**src/hdl/center_terminal_map.vh**
```
/*
 * Register offsets, field positions, reset values and timing counts for the
 * center-terminal configuration block.
 * Assumes a 20 MHz core clock and an 8-bit register port.
 */
`ifndef CENTER_TERMINAL_MAP_VH
`define CENTER_TERMINAL_MAP_VH

// Register offsets (index on the 8-bit address port)
`define ADDR_CONV_CFG 8'h17
`define ADDR_CT_CTRL_A 8'h18
`define ADDR_CT_CTRL_BC 8'h19
`define ADDR_CHAN_SEL_BASE 8'h05
`define ADDR_CHAN_SEL_LAST 8'h0c

// Conversion configuration fields
`define CONV_SINGLE_SHOT_BIT 3
`define CONV_LINK_BIT 2
`define CONV_COMP_BIT 1
`define CONV_WRITABLE_MASK 8'h0e
`define CONV_CFG_RESET 8'h00

// Center-terminal control A fields
`define CTA_FOOT_CH6_BIT 7
`define CTA_LEFT_CH5_BIT 6
`define CTA_RIGHT_CH7_BIT 5
`define CTA_RIGHT_CH4_BIT 4
`define CTA_POWER_BIT 3
`define CTA_SEL_HI 2
`define CTA_SEL_LO 0
`define CT_CTRL_A_RESET 8'h00

// Center-terminal control B/C fields
`define CTBC_C_POWER_BIT 7
`define CTBC_B_POWER_BIT 6
`define CTBC_B_SEL_HI 5
`define CTBC_B_SEL_LO 3
`define CTBC_C_SEL_HI 2
`define CTBC_C_SEL_LO 0
`define CT_CTRL_BC_RESET 8'h14

// Per-channel settings: input selector field and codes
`define CHAN_SEL_HI 2
`define CHAN_SEL_LO 0
`define CHAN_SETTINGS_RESET 8'h00
`define SEL_NORMAL 3'h0
`define SEL_BIAS_POS 3'h6
`define SEL_BIAS_NEG 3'h7

// Chopping clock
`define CORE_CLK_HZ 20000000
`define CHOP_HZ 8000
`define CHOP_HALF_CYCLES (`CORE_CLK_HZ / (2 * `CHOP_HZ))

`endif

```
**src/hdl/center_terminal_config_regs.v**
```verilog
/*
 * Configuration registers for the conversion mode, lead-off comparator power,
 * center-terminal amplifiers, augmented-lead routing and the per-channel
 * input selectors, plus the center-amplifier chopping clock.
 * Assumes a register master on core_clk with one-cycle strobes that never
 * assert together; read data appear in the cycle after the read strobe.
 */
// Implementation choice: the plain strobed port.
`timescale 1ns/1ps
`include "center_terminal_map.vh"

module center_terminal_config_regs (
	input wire core_clk,
	input wire rst_b,
	input wire [7:0] reg_addr,
	input wire [7:0] reg_wdata,
	input wire reg_write,
	input wire reg_read,
	output reg [7:0] reg_rdata,
	output reg single_shot_mode,
	output reg center_to_bias_link,
	output reg electrode_comparator_power,
	output reg aug_foot_to_ch6,
	output reg aug_left_to_ch5,
	output reg aug_right_to_ch7,
	output reg aug_right_to_ch4,
	output reg center_amp_a_power,
	output reg center_amp_b_power,
	output reg center_amp_c_power,
	output reg [2:0] center_amp_a_select,
	output reg [2:0] center_amp_b_select,
	output reg [2:0] center_amp_c_select,
	output reg [7:0] bias_return_to_pos,
	output reg [7:0] bias_return_to_neg,
	output reg [7:0] normal_input_select,
	output reg center_chop_clk
);

	////////////////////////////////////////////////////////////////////////////
	// Decode helpers

	// Full-width count kept apart so the narrowing below is explicit
	localparam integer CHOP_LAST_FULL = `CHOP_HALF_CYCLES - 1;
	localparam [12:0] CHOP_LAST = CHOP_LAST_FULL[12:0];

	function is_chan_addr;
		input [7:0] addr;
		begin
			is_chan_addr = (addr >= `ADDR_CHAN_SEL_BASE) && (addr <= `ADDR_CHAN_SEL_LAST);
		end
	endfunction

	function [2:0] chan_index;
		input [7:0] addr;
		reg [7:0] diff;
		begin
			diff = addr - `ADDR_CHAN_SEL_BASE;
			chan_index = diff[2:0];
		end
	endfunction

	////////////////////////////////////////////////////////////////////////////
	// Storage

	reg [7:0] conversion_and_comparator_config;
	reg [7:0] center_terminal_ctrl_a;
	reg [7:0] center_terminal_ctrl_bc;
	reg [2:0] chan_select [0:7];
	reg [12:0] chop_count;
	reg [7:0] next_rdata;
	integer i;

	// Reserved conversion bits are masked so a stray host write cannot set them
	always @(posedge core_clk) begin
		if (!rst_b) begin
			conversion_and_comparator_config <= `CONV_CFG_RESET;
			center_terminal_ctrl_a <= `CT_CTRL_A_RESET;
			center_terminal_ctrl_bc <= `CT_CTRL_BC_RESET;
			for (i = 0; i < 8; i = i + 1) begin
				chan_select[i] <= `SEL_NORMAL;
			end
		end else if (reg_write) begin
			case (reg_addr)
				`ADDR_CONV_CFG: begin
					conversion_and_comparator_config <= reg_wdata & `CONV_WRITABLE_MASK;
				end
				`ADDR_CT_CTRL_A: begin
					center_terminal_ctrl_a <= reg_wdata;
				end
				`ADDR_CT_CTRL_BC: begin
					center_terminal_ctrl_bc <= reg_wdata;
				end
				default: begin
					if (is_chan_addr(reg_addr)) begin
						chan_select[chan_index(reg_addr)] <=
							reg_wdata[`CHAN_SEL_HI:`CHAN_SEL_LO];
					end
				end
			endcase
		end
	end

	////////////////////////////////////////////////////////////////////////////
	// Read port: unmapped addresses return zero

	always @* begin
		next_rdata = 8'h00;
		case (reg_addr)
			`ADDR_CONV_CFG: next_rdata = conversion_and_comparator_config;
			`ADDR_CT_CTRL_A: next_rdata = center_terminal_ctrl_a;
			`ADDR_CT_CTRL_BC: next_rdata = center_terminal_ctrl_bc;
			default: begin
				if (is_chan_addr(reg_addr)) begin
					next_rdata = {5'h00, chan_select[chan_index(reg_addr)]};
				end
			end
		endcase
	end

	always @(posedge core_clk) begin
		if (!rst_b) begin
			reg_rdata <= 8'h00;
		end else if (reg_read) begin
			reg_rdata <= next_rdata;
		end else begin
			reg_rdata <= 8'h00;
		end
	end

	////////////////////////////////////////////////////////////////////////////
	// Control outputs, registered from the next stored values so each output
	// changes on the same edge as its register

	reg [7:0] next_conv;
	reg [7:0] next_cta;
	reg [7:0] next_ctbc;
	reg [2:0] next_sel [0:7];
	integer k;

	always @* begin
		next_conv = conversion_and_comparator_config;
		next_cta = center_terminal_ctrl_a;
		next_ctbc = center_terminal_ctrl_bc;
		for (k = 0; k < 8; k = k + 1) begin
			next_sel[k] = chan_select[k];
		end
		if (!rst_b) begin
			next_conv = `CONV_CFG_RESET;
			next_cta = `CT_CTRL_A_RESET;
			next_ctbc = `CT_CTRL_BC_RESET;
			for (k = 0; k < 8; k = k + 1) begin
				next_sel[k] = `SEL_NORMAL;
			end
		end else if (reg_write) begin
			case (reg_addr)
				`ADDR_CONV_CFG: next_conv = reg_wdata & `CONV_WRITABLE_MASK;
				`ADDR_CT_CTRL_A: next_cta = reg_wdata;
				`ADDR_CT_CTRL_BC: next_ctbc = reg_wdata;
				default: begin
					if (is_chan_addr(reg_addr)) begin
						next_sel[chan_index(reg_addr)] = reg_wdata[`CHAN_SEL_HI:`CHAN_SEL_LO];
					end
				end
			endcase
		end
	end

	always @(posedge core_clk) begin
		single_shot_mode <= next_conv[`CONV_SINGLE_SHOT_BIT];
		center_to_bias_link <= next_conv[`CONV_LINK_BIT];
		electrode_comparator_power <= next_conv[`CONV_COMP_BIT];
		aug_foot_to_ch6 <= next_cta[`CTA_FOOT_CH6_BIT];
		aug_left_to_ch5 <= next_cta[`CTA_LEFT_CH5_BIT];
		aug_right_to_ch7 <= next_cta[`CTA_RIGHT_CH7_BIT];
		aug_right_to_ch4 <= next_cta[`CTA_RIGHT_CH4_BIT];
		center_amp_a_power <= next_cta[`CTA_POWER_BIT];
		center_amp_a_select <= next_cta[`CTA_SEL_HI:`CTA_SEL_LO];
		center_amp_c_power <= next_ctbc[`CTBC_C_POWER_BIT];
		center_amp_b_power <= next_ctbc[`CTBC_B_POWER_BIT];
		center_amp_b_select <= next_ctbc[`CTBC_B_SEL_HI:`CTBC_B_SEL_LO];
		center_amp_c_select <= next_ctbc[`CTBC_C_SEL_HI:`CTBC_C_SEL_LO];
		for (k = 0; k < 8; k = k + 1) begin
			bias_return_to_pos[k] <= (next_sel[k] == `SEL_BIAS_POS);
			bias_return_to_neg[k] <= (next_sel[k] == `SEL_BIAS_NEG);
			normal_input_select[k] <= (next_sel[k] == `SEL_NORMAL);
		end
	end

	////////////////////////////////////////////////////////////////////////////
	// Chopping clock: free-running so the artifact stays at a fixed frequency
	// whether or not any amplifier is powered

	always @(posedge core_clk) begin
		if (!rst_b) begin
			chop_count <= 13'h0000;
			center_chop_clk <= 1'b0;
		end else if (chop_count == CHOP_LAST) begin
			chop_count <= 13'h0000;
			center_chop_clk <= ~center_chop_clk;
		end else begin
			chop_count <= chop_count + 13'h0001;
		end
	end

endmodule // center_terminal_config_regs

```
**config.mk**
```make
export PLATFORM = sky130hd
export DESIGN_NAME = center_terminal_config_regs
export DESIGN_NICKNAME = d
export VERILOG_FILES = /design/src/hdl/center_terminal_config_regs.v
export VERILOG_INCLUDE_DIRS = /design/src /design/src/hdl
export SDC_FILE = /design/constraint.sdc
export NUM_CORES = 1
export LEC_CHECK = 0
export BUFFER_PORTS_ARGS = -buffer_cell sky130_fd_sc_hd__buf_2
export CORE_AREA = 3 3 86 88
export DETAILED_ROUTE_END_ITERATION = 10
export DIE_AREA = 0 0 89 91
export PLACE_DENSITY = 0.82
export SYNTH_ARGS = -nofsm -noshare
export SYNTH_HDL_FRONTEND = slang
export SYNTH_SLANG_ARGS = --single-unit
```
**constraint.sdc**
```tcl
create_clock -name core_clk -period 3.65 [get_ports core_clk]
set_input_delay 0 -clock core_clk [delete_from_list [all_inputs] [get_ports core_clk]]
set_output_delay 0 -clock core_clk [all_outputs]
set_load 0.005 [all_outputs]
```
==> results of run 1 <==
[cell usage after synthesis (all sizes together) (2+ instances only)]
master / number / share of area
a21boi: 2 / 0.0038
a22o: 4 / 0.0090
a22oi: 8 / 0.015
and2: 2 / 0.0032
and3: 10 / 0.016
and4: 2 / 0.0045
buf: 2 / 0.0022
clkbuf: 14 / 0.013
dfxtp: 65 / 0.33
edfxtp: 24 / 0.18
ha: 6 / 0.019
inv: 4 / 0.0038
mux2: 9 / 0.026
mux2i: 34 / 0.087
nand2: 34 / 0.035
nand2b: 2 / 0.0032
nand3: 8 / 0.010
nand4: 9 / 0.014
nand4b: 7 / 0.016
nor2: 46 / 0.044
nor2b: 19 / 0.030
nor3: 10 / 0.015
nor4: 2 / 0.0048
o21a: 3 / 0.0058
o21ai: 7 / 0.0090
o31ai: 9 / 0.017
or3: 3 / 0.0061
xnor2: 6 / 0.013
xor2: 8 / 0.018
[registers in the layout, indices dropped and copies added, names as in the netlist, 2 cells and up]
register                          count
bias_return_to_neg                    8
bias_return_to_pos                    8
center_amp_a_select                   2
center_amp_b_select                   2
center_amp_c_select                   2
center_terminal_ctrl_a                5
center_terminal_ctrl_bc               3
chan_select                          24
chop_count                           13
conversion_and_comparator_config      3
normal_input_select                   8
reg_rdata                             8
[critical path, stage by stage]
cell	delay, ns
buf_2	0.25
clkinv_1	0.28
ha_1	0.44
a221oi_1	0.66
nor3_2	0.20
nand3_1	0.29
mux2_2	0.37
[report_power, final]
group / internal [uW] / switching, uW / total (uW)
Clock: 464 / 368 / 832
Combinational: 65.4 / 91.3 / 157
Sequential: 1040 / 21.8 / 1060
[metrics by stage]
stage                     hold WS [ns]  cells   util  power [uW]
final                           0.0299    536  0.692        2050
after global routing            0.0197    536  0.692        2110
after CTS                       0.0111    536  0.692        2050
after detailed placement         0.245    513  0.643        1230
after global placement           0.230    513  0.643        1230
after floorplan                  0.125    375      -        1170
[final cells by class]
class	instances	area, um2
Tap cell	80	100
Clock buffer	13	213
Clock inverter	3	47.5
Multi-Input combinational cell	265	1800
Inverter	5	18.8
Timing Repair Buffer	81	448
Sequential cell	89	2020
Fill cell	504	2070
[worst max-delay path by stage]
stage / end / slack, ns
2_1_floorplan: reg_rdata[1] / 1.59
3_3_place_gp: normal_input_select[4] / 1.18
3_5_place_dp: normal_input_select[4] / 1.08
4_1_cts: normal_input_select[4] / 1.44
5_1_grt: normal_input_select[5] / 1.22
6_report: normal_input_select[4] / 1.41
[metal layers]
layer / wire, um / up-vias / global-route usage
met1: 4090 / 1470 / 0.322
li1: - / 1495 / -
met3: 774 / 20 / 0.0599
met5: 0 / - / 0
met2: 4050 / 137 / 0.343
met4: 241 / 0 / 0.113
[logic make-up after synthesis]
family,after synthesis,synth area share
AND/OR/NAND/NOR,159,0.213
flip-flops,89,0.518
multiplexers,44,0.119
AO/OA/AOI/OAI,42,0.0785
buffers and inverters,21,0.0205
XOR/XNOR,14,0.0314
adder cells (fa/ha/maj),6,0.0192
[what timing repair did]
action                                  CTS  global route
endpoints found under the setup margin    0             0
gates resized for setup                   0             0
hold buffers                              7             0
hold endpoints to repair                 13             0
==> flow_metrics.py, run 1 <==
metrics = {
    "floorplan": {
        "io-pin-count": 72,
        "initial_utilization": 0.581,
        "die-width_um": 89,
        "die_area_um2": 8100,
        "die_y_um": 91,
        "rows": 30,
        "core-area_um2": 6720,
    },
    "worst_hold_path": {
        "min_to": "center_amp_c_select[0]",
        "min_path_type": "input port to register",
        "worstHoldStart": "rst_b",
        "worstHoldPathCells": 2,
    },
    "critical_path": {
        "startpoint_type": "input port",
        "required_ns": 3.91,
        "r2r_cells": 5,
        "cp-end-kind": "register",
        "rr_startpoint": "chop_count[9]",
        "crit_start": "reg_addr[0]",
        "cp_max_fo": 15,
        "setup.worst_path.class": "input port to register",
        "regToRegSetupSlack_ns": 1.74,
        "arrival_ns": 2.50,
        "r2r-end": "chop_count[9]",
    },
    "cts": {
        "cts.clk_slew.worst_paths_ns": 0.09,
        "cts_tree": "yes",
        "insertion_delay_ns": 0.36,
        "htree_levels": 3,
        "postCtsSetupBuffers": 0,
        "cts_root_buf": "clkbuf_8",
        "cts_sinks": 89,
        "clock_path_buffers": 2,
        "cts_buffers": 9,
    },
    "global_route": {
        "overflow": 0,
        "gr-usage-all-layers": 0.235,
        "grt_pass1_wl_um": 14600,
        "grt_pass1_vias": 3000,
        "grt_max_degree": 49,
        "antenna_found_initial": 0,
    },
    "yosys": {
        "ys_seq_area_frac": 0.518,
        "async_flop_share": 0,
        "avgSynthCellArea_um2": 10.4,
        "synth_area_um2": 3900,
        "synth_cell_type_count": 50,
        "synth_top_flop_cell": "dfxtp_1",
        "ys_ff_latch": 89,
        "synthesis.nets": 401,
        "yosysWarnings": 0,
        "syn_inst": 375,
        "synth-edff-count": 24,
    },
    "power_and_ir_drop": {
        "powerDensity_nw_per_um2": 441,
        "leakage_uw": 0.00206,
        "vdd_ir_drop_max_mv": 0.203,
    },
    "route": {
        "drtAntennaViolNets": 0,
        "detail_route.wl_per_cell_um": 17.1,
        "routed_via_density": 5.82,
        "vias": 3122,
        "drt-initial-drc-count": 270,
        "routed_wl_um": 9160,
        "drcViolationCount": 0,
        "first_pass_iters": 5,
    },
    "job": {
        "maxCapViolCount": 0,
    },
    "placed_design": {
        "gp_congestion": 0.898,
        "dp_slack_ns": 1.08,
        "post_dp_cell_area_um2": 4320,
        "numPortBuffers": 71,
        "hpwl_um": 6260,
    },
    "sta": {
        "layout_setup_ws_ns": 1.41,
        "slew_headroom": 0.556,
        "tns_ns": 0,
        "finClkSkew_ns": 0.00562,
        "rsz0062_at_grt": "false",
        "max_freq_mhz": 447,
        "period_needed_ns": 2.24,
        "slew_violations": 0,
        "fin_crit_sh": 0.613,
        "worst_pin_slew_ns": 0.667,
        "hold_viol": 0,
        "setup_violations": 0,
    },
    "layout": {
        "n_antenna_cell": 0,
        "area_growth_pct": 19.1,
        "drive_gt1_frac": 0.239,
        "nets": 477,
        "layout_common_cells": "71 x buf_2, 65 x dfxtp_1, 46 x nor2_1",
        "fin_area_um2": 4650,
        "layout_commonest_cell": "buf_2",
    },
    "outcome": {
        "status": "completed",
    },
}
Note: power is estimated with default switching activity, not from simulation.
==> run 2: changes to the inputs <==
ABC_AREA = 1   (was unset)
CORE_AREA = 3 3 91 93   (was 3 3 86 88)
DIE_AREA = 0 0 94 96   (was 0 0 89 91)
PLACE_DENSITY = 0.78   (was 0.82)
clock period = 2.1 ns   (was 3.65 ns; I/O delays follow)
==> run 2 against run 1 <==
Compared with the run above:
- synthesized area grew 7.9%
- die area grew 11%
- synthesized cell count grew 48%
- sequential share of layout area shrank 2.3 points
- non-clock buffer count grew 3
- setup slack lost 1.0 ns
- count of clock-buffer cells in the layout shrank 3
- via count grew 22%
- critical path depth grew 3
- clock skew grew 0.0077 ns
- critical path type is now register to register
==> flow_metrics.py, run 2 <==
metrics = {
    "yosys": {
        "synth_cell_type_count": 35,
        "synth_most_common_cell": "nand2_1",
        "synth_top_area_frac": 0.309,
        "synthTopCellsByArea": "dfxtp_1 31%, edfxtp_1 17%, nand2_1 11%",
        "yosys.area.top_type": "dfxtp_1",
        "synth_top_flop_cell": "dfxtp_1",
        "synth-edff-count": 24,
        "synth_area_um2": 4210,
        "yosysWarnings": 0,
        "synthesis.nets": 581,
        "ys_seq_area_frac": 0.480,
        "synth_commonest_cells": "125 x nand2_1, 82 x nor2_1, 73 x inv_1, 65 x dfxtp_1, 60 x nand3_1",
        "syn_inst": 555,
        "async_flop_share": 0,
        "ys_ff_latch": 89,
        "avgSynthCellArea_um2": 7.59,
    },
    "layout": {
        "area_growth_pct": 16.7,
        "n_antenna_cell": 0,
        "final_util": 0.646,
        "nets": 660,
        "top_regs": "chan_select: 24 flops, chop_count: 13 flops",
        "fin_area_um2": 4910,
        "layout_commonest_cell": "nand2_1",
        "layout_common_cells": "125 x nand2_1, 82 x nor2_1, 73 x inv_1",
        "largest_reg_flops": 24,
        "drive_gt1_frac": 0.197,
        "top_register": "chan_select",
    },
    "power_and_ir_drop": {
        "vdd_ir_drop_max_mv": 0.547,
        "total_power_uw": 3410,
        "leakage_uw": 0.00238,
        "powerDensity_nw_per_um2": 694,
    },
    "floorplan": {
        "die_area_um2": 9020,
        "initial_utilization": 0.554,
        "die-width_um": 94,
        "die_y_um": 96,
        "rows": 32,
        "core-area_um2": 7610,
        "io-pin-count": 72,
    },
    "critical_path": {
        "cp_max_fo": 5,
        "cp-end-kind": "register",
        "r2r_cells": 10,
        "cp_top_family": "simple AND/OR/NAND/NOR gates",
        "required_ns": 2.39,
        "regToRegSetupSlack_ns": 0.39,
        "max_stage_delay_ns": 0.40,
        "worst_path_max_delay_cell": "dfxtp_1",
        "rr_startpoint": "chop_count[0]",
        "crit_chain": "ha_1, nand2_1, nor2_1, inv_1, nor2_1, nand2_1, nor2_2, nand2_1, or2_0, a21oi_1",
        "r2r-end": "chop_count[12]",
        "setup.worst_path.class": "register to register",
        "path_common_cell": "nand2_1",
        "arrival_ns": 2.00,
        "critical_path_buf_inv_count": 1,
        "startpoint_type": "register",
    },
    "cts": {
        "cts.clk_slew.worst_paths_ns": 0.10,
        "cts_sinks": 89,
        "htree_levels": 3,
        "cts_tree": "yes",
        "cts_root_buf": "clkbuf_8",
        "insertion_delay_ns": 0.36,
        "postCtsSetupBuffers": 0,
        "clock_path_buffers": 2,
        "cts_hold_buf": 7,
        "ctsResizeCount": 0,
        "cts_buffers": 9,
    },
    "placed_design": {
        "numPortBuffers": 71,
        "post_dp_cell_area_um2": 4620,
        "hpwl_um": 7020,
        "gp_congestion": 0.893,
    },
    "worst_hold_path": {
        "min_to": "center_amp_a_select[0]",
        "min_path_type": "input port to register",
        "worstHoldStart": "reg_wdata[0]",
        "worstHoldPathCells": 3,
    },
    "route": {
        "first_pass_iters": 5,
        "drcViolationCount": 0,
        "detail_route.wl_per_cell_um": 12.9,
        "vias": 3802,
        "routed_wl_um": 9540,
        "routed_via_density": 5.13,
        "drtAntennaViolNets": 0,
        "drt-initial-drc-count": 180,
    },
    "job": {
        "maxCapViolCount": 0,
    },
    "global_route": {
        "overflow": 0,
        "grt_pass1_vias": 3580,
        "gr-usage-all-layers": 0.223,
        "grt_max_degree": 37,
        "grt_pass1_wl_um": 15800,
        "antenna_found_initial": 0,
    },
    "sta": {
        "rsz0062_at_grt": "false",
        "max_freq_mhz": 584,
        "hold_viol": 0,
        "slew_violations": 0,
        "whs_ns": 0.0443,
        "finClkSkew_ns": 0.0134,
        "period_needed_ns": 1.71,
        "fin_crit_sh": 0.815,
        "setup_violations": 0,
        "worst_pin_slew_ns": 0.545,
        "tns_ns": 0,
        "slew_headroom": 0.634,
    },
    "outcome": {
        "status": "completed",
    },
}
run 2: cell types whose count changed after synthesis, sizes merged, moves of 16 or more:
cell / previous run / this run
mux2i: 34 / 0
nor2b: 19 / 0
nand3: 8 / 67
inv: 4 / 76
nor2: 46 / 97
o21ai: 7 / 23
nand2: 34 / 128
a21oi: 1 / 27
run 2: worst max-delay path by stage:
stage,startpoint,to,slack [ns],cells past startpoint
6_report,chop_count[0],chop_count[12],0.39,10
5_1_grt,chop_count[0],chop_count[12],0.17,10
4_1_cts,chop_count[0],chop_count[12],0.37,10
3_5_place_dp,reg_addr[0],center_amp_c_select[0],0.28,10
3_3_place_gp,reg_addr[0],center_amp_c_power,0.31,10
2_1_floorplan,reg_addr[0],chan_select[6][0],0.44,10
run 2: worst reg2reg max path, stage by stage, from the launching register on:
cell and delay, ns:
dfxtp_1 0.40, ha_1 0.19, nand2_1 0.08, nor2_1 0.10, inv_1 0.06, nor2_1 0.14, nand2_1 0.12, nor2_2 0.16
nand2_1 0.08, or2_0 0.20, a21oi_1 0.11
run 2: logic make-up (layout without fill, tap and decap cells):
group                    count (synthesis)  after routing  share of synthesized area
XOR/XNOR                                 1              1                    0.00208
adder cells (fa/ha/maj)                  6              6                     0.0178
buffers and inverters                   93            177                     0.0960
AND/OR/NAND/NOR                        309            309                      0.329
AO/OA/AOI/OAI                           57             57                     0.0746
flip-flops                              89             89                      0.480
run 2: metrics by stage:
step | setup WS (ns) | cells
final | 0.388 | 741
after global routing | 0.175 | 741
after global placement | 0.313 | 718
after detailed placement | 0.280 | 718
after CTS | 0.370 | 741
after floorplan | 0.435 | 555
run 2: where the power goes:
part / internal (uW) / total [uW] / switching (uW)
clock network: 638 / 1280 / 640
logic: 103 / 298 / 195
registers: 1810 / 1830 / 27.5
run 2: cell type report:
cell class	count	area, um2
clock buffer	10	149
clock inverter	6	70.1
fill	708	2690
inverter	77	289
multi-input combinational	373	1790
sequential	89	2020
tap	102	128
timing repair buffer	84	470
run 2: routing by layer:
metal	up-vias	share of wire	GRT usage
li1	1924	-	-
met1	1738	0.42	0.269
met2	116	0.50	0.389
met3	24	0.055	0.0383
met4	0	0.024	0.101
met5	-	0	0
==> run 3: changes to the inputs <==
ABC_AREA = 0   (was 1)
CORE_AREA = 3 3 89 91   (was 3 3 91 93)
DIE_AREA = 0 0 92 94   (was 0 0 94 96)
PLACE_DENSITY = 0.77   (was 0.78)
clock period = 1.6 ns   (was 2.1 ns; I/O delays follow)
==> run 3 against run 2 <==
Compared with the run above:
- critical path depth is 5 lower
- combinational power is 45% higher
- count of clock-buffer cells in the layout stayed put
- worst hold slack worse by 0.022 ns
- clock power is 20% higher
- setup slack worse by 0.35 ns
- via count is 14% lower
==> flow_metrics.py, run 3 (synthesis gave the netlist of run 1 again) <==
metrics = {
    "outcome": {
        "status": "completed",
    },
    "route": {
        "wl_met3_um": 656,
        "routed_via_density": 5.46,
        "wl_met1_um": 4200,
        "drt-initial-drc-count": 292,
        "routed-wl-met2_um": 4410,
        "first_pass_iters": 5,
        "detail_route.wl_per_cell_um": 15.7,
        "drtAntennaViolNets": 0,
        "drcViolationCount": 0,
        "route.top_layer_used": "met4",
        "routed_wl_um": 9410,
        "vias": 3269,
    },
    "critical_path": {
        "cp_top_family": "simple AND/OR/NAND/NOR gates",
        "max_stage_delay_ns": 0.46,
        "crit_chain": "nor4b_4, nand4_1, or4_4, xnor2_1, and2_1",
        "startpoint_type": "register",
        "r2r-end": "center_chop_clk",
        "cp-end-kind": "register",
        "arrival_ns": 1.83,
        "required_ns": 1.86,
        "cp.depth": 5,
        "crit_start": "chop_count[8]",
        "rr_startpoint": "chop_count[8]",
        "worst_path_max_delay_cell": "or4_4",
        "cp_max_fo": 3,
        "cp-endpoint": "center_chop_clk",
        "regToRegSetupSlack_ns": 0.04,
        "r2r_cells": 5,
        "setup.worst_path.class": "register to register",
        "critical_path_buf_inv_count": 0,
    },
    "layout": {
        "multiInputGateArea_um2": 1890,
        "nets": 521,
        "fin_area_um2": 5030,
        "layout_common_cells": "71 x buf_2, 64 x dfxtp_1, 47 x buf_4",
        "top_register": "chan_select",
        "area_growth_pct": 28.7,
        "n_antenna_cell": 0,
        "drive_gt1_frac": 0.326,
        "largest_reg_flops": 24,
        "layout_commonest_cell": "buf_2",
        "fillers": 547,
        "regArea_um2": 2020,
        "top_regs": "chan_select: 24 flops, chop_count: 13 flops",
    },
    "power_and_ir_drop": {
        "power.switching_uw": 1080,
        "powerDensity_nw_per_um2": 872,
        "pwr-share-comb": 0.099,
        "vdd_ir_drop_max_mv": 0.457,
        "intPower_uw": 3300,
        "leakage_uw": 0.00226,
        "clkPwrFrac": 0.350,
        "total_power_uw": 4380,
        "p_sw_frac": 0.247,
        "p_seq_frac": 0.551,
    },
    "placed_design": {
        "numPortBuffers": 71,
        "gp_congestion": 0.855,
        "hpwl_um": 6640,
        "post_dp_cell_area_um2": 4710,
    },
    "sta": {
        "max_freq_mhz": 639,
        "slew_violations": 0,
        "slew_headroom": 0.751,
        "period_needed_ns": 1.56,
        "finClkSkew_ns": 0.0106,
        "rsz0062_at_grt": "true",
        "setup_violations": 0,
        "tns_ns": 0,
        "hold_viol": 0,
        "worst_pin_slew_ns": 0.372,
        "fin_crit_sh": 0.978,
    },
    "global_route": {
        "antenna_found_initial": 0,
        "grt_max_degree": 22,
        "overflow": 0,
        "gr-usage-all-layers": 0.230,
        "grt_pass1_wl_um": 15500,
        "grt_pass1_vias": 3158,
    },
    "floorplan": {
        "die_y_um": 94,
        "initial_utilization": 0.541,
        "core-area_um2": 7210,
        "rows": 31,
        "die_area_um2": 8650,
        "io-pin-count": 72,
        "die-width_um": 92,
    },
    "cts": {
        "clock_path_buffers": 2,
        "cts_tree": "yes",
        "cts_buffers": 9,
        "cts.clk_slew.worst_paths_ns": 0.09,
        "htree_levels": 3,
        "cts_root_buf": "clkbuf_8",
        "insertion_delay_ns": 0.36,
        "cts_sinks": 89,
    },
    "job": {
        "maxCapViolCount": 0,
    },
    "worst_hold_path": {
        "worstHoldPathCells": 3,
        "min_path_type": "input port to register",
    },
}
run 3: cell count changes in the layout (fill, tap and decap cells not counted), moves of 13 or more:
cell     delta
nand2_1    -95
inv_1      -69
nand3_1    -53
buf_4      +41
nor2_1     -36
mux2i_1    +34
a21oi_1    -26
nor2b_1    +19
nor2_2     -14
o21ai_0    -13
run 3: cell type report:
| class | instances | share of cell area |
|---|---|---|
| clock buffers | 10 | 0.0254 |
| multi-input cells | 265 | 0.376 |
| inverters | 5 | 0.00398 |
| well taps | 99 | 0.0246 |
| flip-flops and latches | 89 | 0.403 |
| repair buffers | 125 | 0.155 |
| clock inverters | 6 | 0.0129 |
run 3: worst min-delay path by stage:
stage,start,endpoint,slack (ns)
after detailed placement,reg_wdata[4],center_amp_b_select[1],0.25
after CTS,reg_wdata[1],center_amp_a_select[1],0.003
final,reg_wdata[1],center_amp_a_select[1],0.02
after floorplan,reg_wdata[4],center_amp_b_select[1],0.13
after global placement,reg_wdata[4],center_amp_b_select[1],0.24
after global routing,reg_wdata[1],center_amp_a_select[1],0.05
run 3: timing repair:
action                                 4_1_cts  5_1_grt
pin swaps                                    3        0
gates resized for setup                      4        2
setup endpoints to repair                   18       15
endpoints found under the hold margin       14        0
hold buffers                                 7        0
setup buffers                                2        2
cloned                                       0        0
run 3: stage by stage:
stage,setup slack (ns),hold WS [ns],cells,util
2_1_floorplan,-0.0410,0.125,375,-
3_3_place_gp,-0.322,0.239,572,0.653
3_5_place_dp,-0.357,0.252,572,0.653
4_1_cts,0.00103,0.00254,597,0.693
5_1_grt,-0.0307,0.0516,599,0.697
6_report,0.0352,0.0227,599,0.697
run 3: worst register-to-register path: stages, from the launching register on:
cell,delay [ns]
dfxtp_2,0.36
nor4b_4,0.27
nand4_1,0.11
or4_4,0.46
xnor2_1,0.13
and2_1,0.14
run 3: power groups by stage:
stage	Sequential [uW]	Clock [uW]	Combinational [uW]
4_1_cts	2420	1570	423
2_1_floorplan	2460	0	230
3_5_place_dp	2470	0	399
6_report	2420	1540	432
3_3_place_gp	2470	0	392
5_1_grt	2420	1670	473
run 3: metal layers:
layer,global-route usage,vias up
li1,-,1587
met1,0.306,1547
met2,0.369,119
met3,0.0545,16
met4,0.0780,0
met5,0,-
